`src/pkg/ext_bus_regs.svh`:
```
// Constants of the external memory bus interface
`ifndef EXT_BUS_REGS_SVH
`define EXT_BUS_REGS_SVH
`define OSC_PERIOD_NS      5
`define CLK_PERIOD_NS      5
`define OSC_TO_CLK(n)      (((n) * `OSC_PERIOD_NS + `CLK_PERIOD_NS - 1) / `CLK_PERIOD_NS)
`define MACHINE_OSC        12
`define MACHINE_CLKS       `OSC_TO_CLK(`MACHINE_OSC)
`define SLOT_CLKS          (`MACHINE_CLKS / 2)
`define ALE_HIGH_CLKS      2
`define ADDR_HOLD_CLKS     3
`define FETCH_STROBE_CLKS  `OSC_TO_CLK(3)
`define READ_STROBE_CLKS   `OSC_TO_CLK(6)
`define INT_CODE_TOP       16'h1FFF
`define PORT0_LATCH_ONES   8'hFF
`endif

```
`src/pkg/ext_bus_pkg.sv`:
```
// Types shared by the external memory bus interface
package ext_bus_pkg;
  typedef enum logic [1:0] {MC_FETCH, MC_MOVE1, MC_MOVE2} mc_state_type;
  typedef enum logic [1:0] {SK_FETCH, SK_ADDR, SK_STROBE, SK_TAIL} slot_kind_type;
  typedef struct packed {
    logic       ale;
    logic       programFetchStrobeN;
    logic       dataReadStrobeN;
    logic       dataWriteStrobeN;
    logic [7:0] port0Out;
    logic       port0Oe;
    logic [7:0] port2Out;
    logic [7:0] port2StrongPullup;
  } bus_pins_type;
  typedef struct packed {
    logic        valid;
    logic        write;
    logic        useDataPointer;
    logic [15:0] dataPointer;
    logic [7:0]  indirectIndex;
    logic [7:0]  writeData;
  } move_req_type;
endpackage : ext_bus_pkg

```
`src/logic/ext_bus_if.sv`:
```
// External memory bus interface: machine cycle timing and bus pins
`include "ext_bus_regs.svh"
module ext_bus_if (
  input  wire logic                 ref_clk,
  input  wire logic                 sys_rst,
  input  wire logic                 externalAccessSelectN,
  input  wire logic [15:0]          programCounter,
  input  wire logic [7:0]           portTwoLatch,
  input  wire ext_bus_pkg::move_req_type moveReq,
  input  wire logic [7:0]           port0In,
  output ext_bus_pkg::bus_pins_type busPins,
  output logic                      moveAck,
  output logic                      portZeroLatchOnes,
  output logic [7:0]                fetchData,
  output logic                      fetchValid,
  output logic [7:0]                readData,
  output logic                      readValid
);
  localparam logic [3:0] LastPhase = 4'(`MACHINE_CLKS - 1);
  localparam logic [2:0] LastSub   = 3'(`SLOT_CLKS - 1);

  ext_bus_pkg::bus_pins_type  pins_r;
  ext_bus_pkg::bus_pins_type  pins_nxt;
  ext_bus_pkg::mc_state_type  state_r;
  ext_bus_pkg::slot_kind_type kind;
  ext_bus_pkg::move_req_type  move_r;
  logic [3:0]  phase_r;
  logic [2:0]  sub;
  logic        half;
  logic [1:0]  selSync_r;
  logic [7:0]  p0Meta_r;
  logic [7:0]  p0Sync_r;
  logic [15:0] slotAddr_r;
  logic [15:0] slotAddr;
  logic        slotExt_r;
  logic        slotExt;
  logic        busUsed;
  logic        moveAck_r;
  logic        latchOnes_r;
  logic [7:0]  fetchData_r;
  logic        fetchValid_r;
  logic        fetchDue_r;
  logic [7:0]  readData_r;
  logic        readValid_r;

  // Pins from outside pass two flip-flops first
  always_ff @(posedge ref_clk) begin
    if (sys_rst) begin
      selSync_r <= 2'b11;
      p0Meta_r  <= 8'h00;
      p0Sync_r  <= 8'h00;
    end else begin
      selSync_r <= {selSync_r[0], externalAccessSelectN};
      p0Meta_r  <= port0In;
      p0Sync_r  <= p0Meta_r;
    end
  end

  // Machine cycle of twelve clocks, two slots of six
  always_ff @(posedge ref_clk) begin
    if (sys_rst) begin
      phase_r <= 4'h0;
    end else if (phase_r == LastPhase) begin
      phase_r <= 4'h0;
    end else begin
      phase_r <= phase_r + 4'h1;
    end
  end

  assign half = (phase_r >= 4'(`SLOT_CLKS));
  assign sub  = half ? 3'(phase_r - 4'(`SLOT_CLKS)) : phase_r[2:0];

  // Cycle sequencer; a data move takes two machine cycles
  always_ff @(posedge ref_clk) begin
    if (sys_rst) begin
      state_r   <= ext_bus_pkg::MC_FETCH;
      move_r    <= '0;
      moveAck_r <= 1'b0;
    end else begin
      moveAck_r <= 1'b0;
      if (phase_r == LastPhase) begin
        case (state_r)
          ext_bus_pkg::MC_MOVE1: begin
            state_r <= ext_bus_pkg::MC_MOVE2;
          end
          default: begin
            if (moveReq.valid) begin
              state_r   <= ext_bus_pkg::MC_MOVE1;
              move_r    <= moveReq;
              moveAck_r <= 1'b1;
            end else begin
              state_r <= ext_bus_pkg::MC_FETCH;
            end
          end
        endcase
      end
    end
  end

  // Slot kind; fetch strobe left out of all move slots but the first
  always_comb begin
    case (state_r)
      ext_bus_pkg::MC_FETCH: kind = ext_bus_pkg::SK_FETCH;
      ext_bus_pkg::MC_MOVE1: kind = half ? ext_bus_pkg::SK_ADDR : ext_bus_pkg::SK_FETCH;
      ext_bus_pkg::MC_MOVE2: kind = half ? ext_bus_pkg::SK_TAIL : ext_bus_pkg::SK_STROBE;
      default:               kind = ext_bus_pkg::SK_FETCH;
    endcase
  end

  // Slot address and external flag, caught at slot start
  always_comb begin
    if (sub == 3'h0) begin
      if (kind == ext_bus_pkg::SK_FETCH) begin
        slotAddr = programCounter;
        slotExt  = !selSync_r[1] || (programCounter > `INT_CODE_TOP);
      end else begin
        slotAddr = move_r.useDataPointer ? move_r.dataPointer
                                         : {portTwoLatch, move_r.indirectIndex};
        slotExt  = 1'b1;
      end
    end else begin
      slotAddr = slotAddr_r;
      slotExt  = slotExt_r;
    end
  end

  always_ff @(posedge ref_clk) begin
    if (sys_rst) begin
      slotAddr_r <= 16'h0000;
      slotExt_r  <= 1'b0;
    end else begin
      slotAddr_r <= slotAddr;
      slotExt_r  <= slotExt;
    end
  end

  assign busUsed = slotExt && (kind != ext_bus_pkg::SK_TAIL);

  // Next pin values; registered so every pin leaves a flip-flop
  always_comb begin
    pins_nxt                     = '0;
    pins_nxt.programFetchStrobeN = 1'b1;
    pins_nxt.dataReadStrobeN     = 1'b1;
    pins_nxt.dataWriteStrobeN    = 1'b1;
    pins_nxt.port2Out            = portTwoLatch;
    // Latch strobe every slot except the strobe slot
    pins_nxt.ale = (sub < 3'(`ALE_HIGH_CLKS)) && (kind != ext_bus_pkg::SK_STROBE);
    // Low address held past the strobe's falling edge
    if (busUsed && (sub < 3'(`ADDR_HOLD_CLKS)) && (kind != ext_bus_pkg::SK_STROBE)) begin
      pins_nxt.port0Out = slotAddr[7:0];
      pins_nxt.port0Oe  = 1'b1;
    end
    case (kind)
      ext_bus_pkg::SK_FETCH: begin
        if (slotExt) begin
          pins_nxt.programFetchStrobeN = (sub < 3'(`SLOT_CLKS - `FETCH_STROBE_CLKS));
        end
      end
      ext_bus_pkg::SK_ADDR: begin
        if (move_r.write && (sub >= 3'(`ADDR_HOLD_CLKS))) begin
          pins_nxt.port0Out = move_r.writeData;
          pins_nxt.port0Oe  = 1'b1;
        end
      end
      ext_bus_pkg::SK_STROBE: begin
        pins_nxt.dataReadStrobeN  = move_r.write;
        pins_nxt.dataWriteStrobeN = !move_r.write;
        if (move_r.write) begin
          pins_nxt.port0Out = move_r.writeData;
          pins_nxt.port0Oe  = 1'b1;
        end
      end
      ext_bus_pkg::SK_TAIL: begin
        // Write data outlives the write strobe by one clock
        if (move_r.write && (sub == 3'h0)) begin
          pins_nxt.port0Out = move_r.writeData;
          pins_nxt.port0Oe  = 1'b1;
        end
      end
      default: begin
        pins_nxt.port0Oe = 1'b0;
      end
    endcase
    // High byte held on port two for the whole external cycle
    if ((kind == ext_bus_pkg::SK_FETCH && slotExt) || (kind != ext_bus_pkg::SK_FETCH && move_r.useDataPointer)) begin
      pins_nxt.port2Out          = slotAddr[15:8];
      pins_nxt.port2StrongPullup = slotAddr[15:8];
    end else if (kind != ext_bus_pkg::SK_FETCH) begin
      pins_nxt.port2Out = portTwoLatch;
    end
  end

  always_ff @(posedge ref_clk) begin
    if (sys_rst) begin
      pins_r                     <= '0;
      pins_r.programFetchStrobeN <= 1'b1;
      pins_r.dataReadStrobeN     <= 1'b1;
      pins_r.dataWriteStrobeN    <= 1'b1;
      pins_r.port2Out            <= `PORT0_LATCH_ONES;
    end else begin
      pins_r <= pins_nxt;
    end
  end

  // Port zero latch forced to ones at each external access
  always_ff @(posedge ref_clk) begin
    if (sys_rst) begin
      latchOnes_r <= 1'b0;
    end else begin
      latchOnes_r <= busUsed && (sub == 3'h0);
    end
  end

  // Capture from the synchronised pins, two clocks behind the bus.
  // Read strobe is six clocks, so the read is taken on its last clock;
  // the fetch strobe is only three, so its byte lands on the clock it rises
  always_ff @(posedge ref_clk) begin
    if (sys_rst) begin
      fetchData_r  <= 8'h00;
      fetchValid_r <= 1'b0;
      fetchDue_r   <= 1'b0;
      readData_r   <= 8'h00;
      readValid_r  <= 1'b0;
    end else begin
      fetchValid_r <= 1'b0;
      readValid_r  <= 1'b0;
      fetchDue_r   <= (sub == LastSub) && (kind == ext_bus_pkg::SK_FETCH) && slotExt;
      if (fetchDue_r) begin
        fetchData_r  <= p0Sync_r;  // Pin level of the first strobe clock
        fetchValid_r <= 1'b1;
      end
      if (sub == LastSub && kind == ext_bus_pkg::SK_STROBE && !move_r.write) begin
        readData_r  <= p0Sync_r;
        readValid_r <= 1'b1;
      end
    end
  end

  assign busPins           = pins_r;
  assign moveAck           = moveAck_r;
  assign portZeroLatchOnes = latchOnes_r;
  assign fetchData         = fetchData_r;
  assign fetchValid        = fetchValid_r;
  assign readData          = readData_r;
  assign readValid         = readValid_r;

  // Clocks since the latch strobe was last high; once at 16 it no longer clears and runs on to 31
  logic [4:0] aleGap_r;
  always_ff @(posedge ref_clk) begin
    if (sys_rst || (pins_r.ale && !aleGap_r[4])) begin
      aleGap_r <= 5'h0;
    end else if (aleGap_r != 5'h1F) begin
      aleGap_r <= aleGap_r + 5'h1;
    end
  end
endmodule : ext_bus_if

```
`config.mk`:
```
export PLATFORM = sky130hd
export DESIGN_NAME = ext_bus_if
export DESIGN_NICKNAME = d
export VERILOG_FILES = /design/src/pkg/ext_bus_pkg.sv /design/src/logic/ext_bus_if.sv
export VERILOG_INCLUDE_DIRS = /design/src /design/src/pkg
export SDC_FILE = /design/constraint.sdc
export NUM_CORES = 1
export LEC_CHECK = 0
export BUFFER_PORTS_ARGS = -buffer_cell sky130_fd_sc_hd__buf_2
export CAP_MARGIN = 15
export CORE_MARGIN = 2
export CORE_UTILIZATION = 45
export CTS_CLUSTER_SIZE = 24
export DETAILED_ROUTE_END_ITERATION = 8
export PLACE_DENSITY_LB_ADDON = 0.3
export REMOVE_ABC_BUFFERS = 1
export SLEW_MARGIN = 20
export SYNTH_ARGS = -nofsm -noshare
export SYNTH_HDL_FRONTEND = slang
export SYNTH_SLANG_ARGS = --single-unit
```
`constraint.sdc`:
```
create_clock -name ref_clk -period 3.19 [get_ports ref_clk]
set_input_delay 0.319 -clock ref_clk [delete_from_list [all_inputs] [get_ports ref_clk]]
set_output_delay 0.319 -clock ref_clk [all_outputs]
set_load 0.005 [all_outputs]
```
==> impl_metrics.csv, run 1 <==
group,metric,value,unit
die,design.core.area,0.0102,mm^2
clocking,numClockSinks,125,
placed_design,place_ws,0.608,ns
die,die_x,106,um
sta,rsz0062_at_grt,"no",
cells_and_area,multi_input_comb_area,0.00204,mm^2
worst_setup_path,arrival,2.94,ns
cells_and_area,postLayoutCoreUtil,0.593,
cells_and_area,syn2layout_area_growth,29.0,%
sta,hold_viol,0,
logic_synthesis,synth_edf_count,0,
global_routing,grt_pass1_vias,3897,
sta,finalSetupViolations,0,
logic_synthesis,synthTopCellsByArea,"dfxtp_1, nand2_1, mux2i_1, a21oi_1, nor2b_1",
die,die_h,106,um
worst_setup_path,cp_cell_sequence,"inv_1, ha_1, o21a_1, o21a_1, or4_1, mux2i_1, nor2_1",
route,vias,3972,
clocking,cts_tree,"built",
cells_and_area,finalNetCount,692,
sta,post-route-period-util,0.810,
route,wl_per_cell,14.8,um
logic_synthesis,synth_top_cell_by_area,"dfxtp_1",
worst_setup_path,timing.rr.end,"readData[5]",
global_routing,antenna_found_initial,0,
worst_setup_path,slowest_stage,"or4_1",
route,drtIter0Drc,161,
logic_synthesis,synth_xor_xnor_area_share,0,
pwr,p_leak,2.60,nW
cells_and_area,instances_no_fill,765,
worst_setup_path,startpoint_type,"flop",
worst_setup_path,crit_type,"reg -> reg",
logic_synthesis,synth.distinct_cells,49,
pwr,ir_drop,0.310,mV
placed_design,post-dp-hpwl,7670,um
logic_synthesis,ys.warnings.count,0,
sta,fmax,387,MHz
clocking,clockBufferDepth,2,
worst_setup_path,path_delay_family,"simple AND/OR/NAND/NOR gates",
cells_and_area,antenna-diode-count,0,
logic_synthesis,synth.cell_area,0.00470,mm^2
logic_synthesis,post_synth_fa_ha_maj_area_fraction,0.0160,
clocking,numCtsBuffers,17,
die,rows,37,
logic_synthesis,synth-seq-cells,125,
global_routing,grt_max_degree,93,
cells_and_area,fill_cells,923,
logic_synthesis,synth_top_area_frac,0.532,
placed_design,numPortBuffers,118,
logic_synthesis,syn_inst,501,
sta,final.setup.worst_slack,0.605,ns
clocking,clock_latency,0.51,ns
sta,hold-worst-slack,0.0183,ns
logic_synthesis,synth_compound_area_frac,0.148,
logic_synthesis,synthFlopType,"dfxtp_1",
worst_setup_path,startpoint,"phase_r[0]",
pwr,power.total,4.13,mW
hold_path,hold_depth,2,
route,drc_errors,0,
worst_setup_path,cp-end-kind,"flop",
logic_synthesis,yosysSeqAreaShare,0.532,
die,io_pins,119,
clocking,cts-resized-gates,0,
sta,slew-limit-headroom,0.381,
route,ant_nets,0,
worst_setup_path,endpoint,"readData[5]",
cells_and_area,drive_above_1_share,0.273,
worst_setup_path,r2r_slack,0.60,ns
route,vias_per_cell,5.19,
placed_design,place_inst,732,
die,die-area,0.0113,mm^2
global_routing,grt_first_pass_wirelength,18700,um
pwr,power_density,680,mW/mm^2
route,routed_wl,11300,um
clocking,cts.clk_slew.worst_paths,0.06,ns
clocking,root_buffer,"clkbuf_8",
global_routing,gr-total-overflow,0,
logic_synthesis,synth_top_family_by_area,"simple AND/OR/NAND/NOR gates",
die,initial_core_util,0.459,
worst_setup_path,path_buf_inv,1,
worst_setup_path,crit_path_frequent_cell,"o21a_1",
clocking,cts_htree_levels,4,
placed_design,gp_congestion,0.877,
cells_and_area,regArea,0.00250,mm^2
worst_setup_path,rr_worst_depth,7,
run_status,outcome,"finished clean",
worst_setup_path,required,3.55,ns
sta,finalSetupTns,0,ns
sta,drv_slew,0,
job,cap_violations,0,
cells_and_area,design_area,0.00606,mm^2
logic_synthesis,postSynth.asyncResetShare,0,
sta,finalClockSkew,0.00732,ns
logic_synthesis,synth-simple-area-share,0.182,
worst_setup_path,max_stage_delay,0.75,ns
placed_design,place_area,0.00539,mm^2
route,firstDrtPassIters,4,
worst_setup_path,cp.depth,7,
clocking,cts_setup_buffers,0,
logic_synthesis,syn_avg_cell_area,9.38,um^2
logic_synthesis,synth_mux_area_frac,0.0873,
worst_setup_path,critPathMaxFanout,10,
worst_setup_path,reg2reg_from,"phase_r[0]",
sta,finalCriticalPeriod,2.59,ns
hold_path,hold_path_class,"in -> reg",
sta,tightest_slew,0.928,ns
global_routing,grt_usage,0.212,
[cells in the mapped netlist, drive strengths merged, types with 2 or more instances]
library cell	count
dfxtp	125
nand2	103
a21oi	59
mux2i	32
nor2	25
clkbuf	18
nor2b	18
buf	13
a31oi	9
a22o	8
mux2	8
nor4	8
o211ai	8
o2bb2ai	8
inv	7
ha	6
o21ai	4
or2	4
and2	3
and3	3
nor3	3
a211oi	2
nand2b	2
nand4	2
nor3b	2
nor4b	2
o21a	2
or3	2
or4	2
[layout by cell type (no fill, tap or decap), types with 3 or more instances in the layout]
cell type  instances
mux2_2             8
nor2b_1           18
a22o_1             8
o2bb2ai_1          8
nand2_1          103
a31oi_1            9
inv_1              7
dfxtp_1          125
clkbuf_8           3
mux2i_1           32
o21ai_1            3
a21oi_1           58
nor2_1            25
and2_1             3
clkinv_2           3
and3_1             3
buf_2            118
ha_1               6
buf_4              8
bufinv_16          6
o211ai_1           8
nor4_1             8
clkbuf_16         16
nor3_1             3
[timing repair]
item	in CTS	in global routing
hold buffers	1	0
hold endpoints to repair	1	0
setup endpoints to repair	0	0
[layout make-up]
type,count,area share
Clock buffer,21,0.0741
Clock inverter,11,0.0351
Inverter,7,0.00433
Multi-Input combinational cell,338,0.337
Sequential cell,125,0.413
Tap cell,136,0.0281
Timing Repair Buffer,127,0.109
[flip-flops by register name (all words and copies together), names as in the netlist, 2 cells and up]
signal	cells
slotAddr_r	16
selSync_r	2
phase_r	4
state_r	2
p0Sync_r	8
readData	8
move_r	34
p0Meta_r	8
busPins	29
fetchData	8
[worst min path at each step]
stage                        end          from  slack [ns]
floorplan              move_r[0]       sys_rst        0.39
global placement    selSync_r[1]  selSync_r[0]        0.40
detailed placement  selSync_r[1]  selSync_r[0]        0.39
CTS                  p0Meta_r[3]    port0In[3]       0.001
global route         p0Meta_r[6]    port0In[6]       0.009
finish               p0Meta_r[3]    port0In[3]        0.02
[report_power, final]
part	switching (mW)	internal [mW]
registers	0.0356	1.64
clock network	0.668	1.47
logic	0.175	0.138
total	0.878	3.25
[worst register-to-register path, cell delays in order (launching register included)]
cell	delay [ns]
dfxtp_1	0.48
inv_1	0.18
ha_1	0.26
o21a_1	0.21
o21a_1	0.24
or4_1	0.75
mux2i_1	0.26
nor2_1	0.06
[kinds of logic after synthesis]
kind of cell | after synthesis
AOI/OAI and AO/OA | 108
DFF | 125
and+or+nand+nor | 184
adders and majority gates | 6
buffers and inverters | 38
muxes | 40
[per-layer routing]
metal	up-vias	routed length (um)	track usage
met1	1882	5150	0.266
li1	1961	-	-
met4	0	204	0.0846
met5	-	0	0
met2	108	5400	0.350
met3	21	528	0.0515
Note: power is estimated with default switching activity, not from simulation.
==> run 2, diff against run 1 <==
- clock period: 3.19 -> 2.4 ns (I/O delays scaled with it)
==> run 2 against run 1 <==
Against the previous run: cell count grew 7.2%; maximum frequency grew 17%; via count grew 6.6%; non-clock buffer count grew 55; register-to-register slack lost 0.42 ns; hold slack gained 0.015 ns; clock skew grew 0.0026 ns; setup slack lost 0.42 ns; sequential power grew 33%; wire length grew 5.9%; die area is the same; critical path depth grew 1; largest cell class unchanged.
==> impl_metrics.csv, run 2 (synthesis gave the netlist of run 1 again) <==
group,metric,value,unit
cells_and_area,syn2layout_area_growth,39.0,%
global_routing,grt_pass1_vias,4076,
sta,final.setup.worst_slack,0.182,ns
clocking,numCtsBuffers,17,
cells_and_area,instances_no_fill,820,
hold_path,hold_start,"portTwoLatch[1]",
cells_and_area,mostFrequentLayoutCells,"dfxtp_1, buf_2, nand2_1, a21oi_1, dlygate4sd3_1",
worst_setup_path,r2r_slack,0.18,ns
cells_and_area,layout_commonest_cell,"dfxtp_1",
worst_setup_path,required,2.75,ns
die,die-area,0.0113,mm^2
route,vias,4233,
sta,finalCriticalPeriod,2.22,ns
die,io_pins,119,
sta,slew-limit-headroom,0.439,
route,firstDrtPassIters,5,
global_routing,grt_max_degree,82,
global_routing,grt_first_pass_wirelength,19000,um
worst_setup_path,crit_type,"reg -> reg",
clocking,cts.clk_slew.worst_paths,0.06,ns
route,drtIter0Drc,198,
worst_setup_path,startpoint_type,"flop",
worst_setup_path,arrival,2.57,ns
sta,hold_viol,0,
sta,drv_slew,0,
cells_and_area,antenna-diode-count,0,
worst_setup_path,startpoint,"phase_r[0]",
clocking,cts_htree_levels,4,
worst_setup_path,reg2reg_from,"phase_r[0]",
die,die_h,106,um
sta,rsz0062_at_grt,"no",
clocking,cts_tree,"built",
pwr,power_density,812,mW/mm^2
die,design.core.area,0.0102,mm^2
clocking,clock_latency,0.51,ns
cells_and_area,largest_reg_flops,34,
job,cap_violations,0,
route,drc_errors,0,
clocking,root_buffer,"clkbuf_8",
cells_and_area,drive_above_1_share,0.272,
cells_and_area,finalNetCount,747,
clocking,clockBufferDepth,2,
hold_path,hold_path_class,"in -> reg",
route,routed_wl,12000,um
global_routing,antenna_found_initial,0,
route,wl_per_cell,14.6,um
sta,tightest_slew,0.842,ns
placed_design,place_ws,0.217,ns
clocking,numClockSinks,125,
die,die_x,106,um
run_status,outcome,"finished clean",
global_routing,grt_usage,0.214,
pwr,power.total,5.31,mW
global_routing,gr-total-overflow,0,
placed_design,place_inst,742,
sta,post-route-period-util,0.924,
die,initial_core_util,0.459,
route,vias_per_cell,5.16,
worst_setup_path,critPathMaxFanout,8,
placed_design,numPortBuffers,118,
route,ant_nets,0,
sta,finalSetupViolations,0,
die,rows,37,
placed_design,post-dp-hpwl,7670,um
sta,finalSetupTns,0,ns
cells_and_area,design_area,0.00653,mm^2
pwr,ir_drop,0.441,mV
sta,fmax,451,MHz
placed_design,place_area,0.00548,mm^2
cells_and_area,regMostFlops,"move_r",
sta,hold-worst-slack,0.0331,ns
pwr,p_leak,2.80,nW
worst_setup_path,cp-end-kind,"flop",
placed_design,gp_congestion,0.890,
sta,finalClockSkew,0.00991,ns
cells_and_area,postLayoutCoreUtil,0.639,
-- run 2: cell types whose count changed in the layout (fill, tap and decap cells not counted), sizes merged --
cell	delta
dlygate4sd3	+42
buf	+13
inv	+6
bufinv	-3
clkbuf	-3
clkinv	-2
clkinvlp	+2
-- run 2: power breakdown --
group	internal (mW)	switching, mW	total, mW
sequential	2.18	0.0455	2.23
clock	1.61	0.972	2.58
combinational	0.249	0.252	0.500
total	4.04	1.27	5.31
-- run 2: what timing repair did --
action	CTS	global route
endpoints found under the setup margin	0	1
setup buffers	0	3
endpoints found under the hold margin	43	0
hold buffers	43	0
resized for setup	0	0
-- run 2: cell type report --
| cell class | instances | area, um^2 |
|---|---|---|
| clock buffers | 18 | 418 |
| inverters | 7 | 26.3 |
| repair buffers | 182 | 1190 |
| well taps | 136 | 170 |
| fillers | 829 | 3700 |
| multi-input cells | 338 | 2040 |
| clock inverters | 14 | 183 |
| flip-flops and latches | 125 | 2500 |
-- run 2: layer usage --
metal	global-route usage	share of wire	vias to the layer above
met5	0	0	-
met4	0.0761	0.017	0
met3	0.0589	0.070	20
met2	0.360	0.49	166
met1	0.263	0.43	1963
li1	-	-	2084
-- run 2: final timing paths --
kind                            depth (start not counted)      endpoint
worst min register to register                          1  selSync_r[1]
worst max-delay path                                    8   readData[3]
worst max register to register                          8   readData[3]
worst min-delay path                                    3    busPins[9]
-- run 2: worst max-delay path: stages, from the launching register on --
cell	delay, ns
dfxtp_1	0.33
inv_1	0.11
ha_1	0.25
o21a_1	0.21
o21a_1	0.22
or4_1	0.50
buf_4	0.21
mux2i_1	0.17
nor2_1	0.07
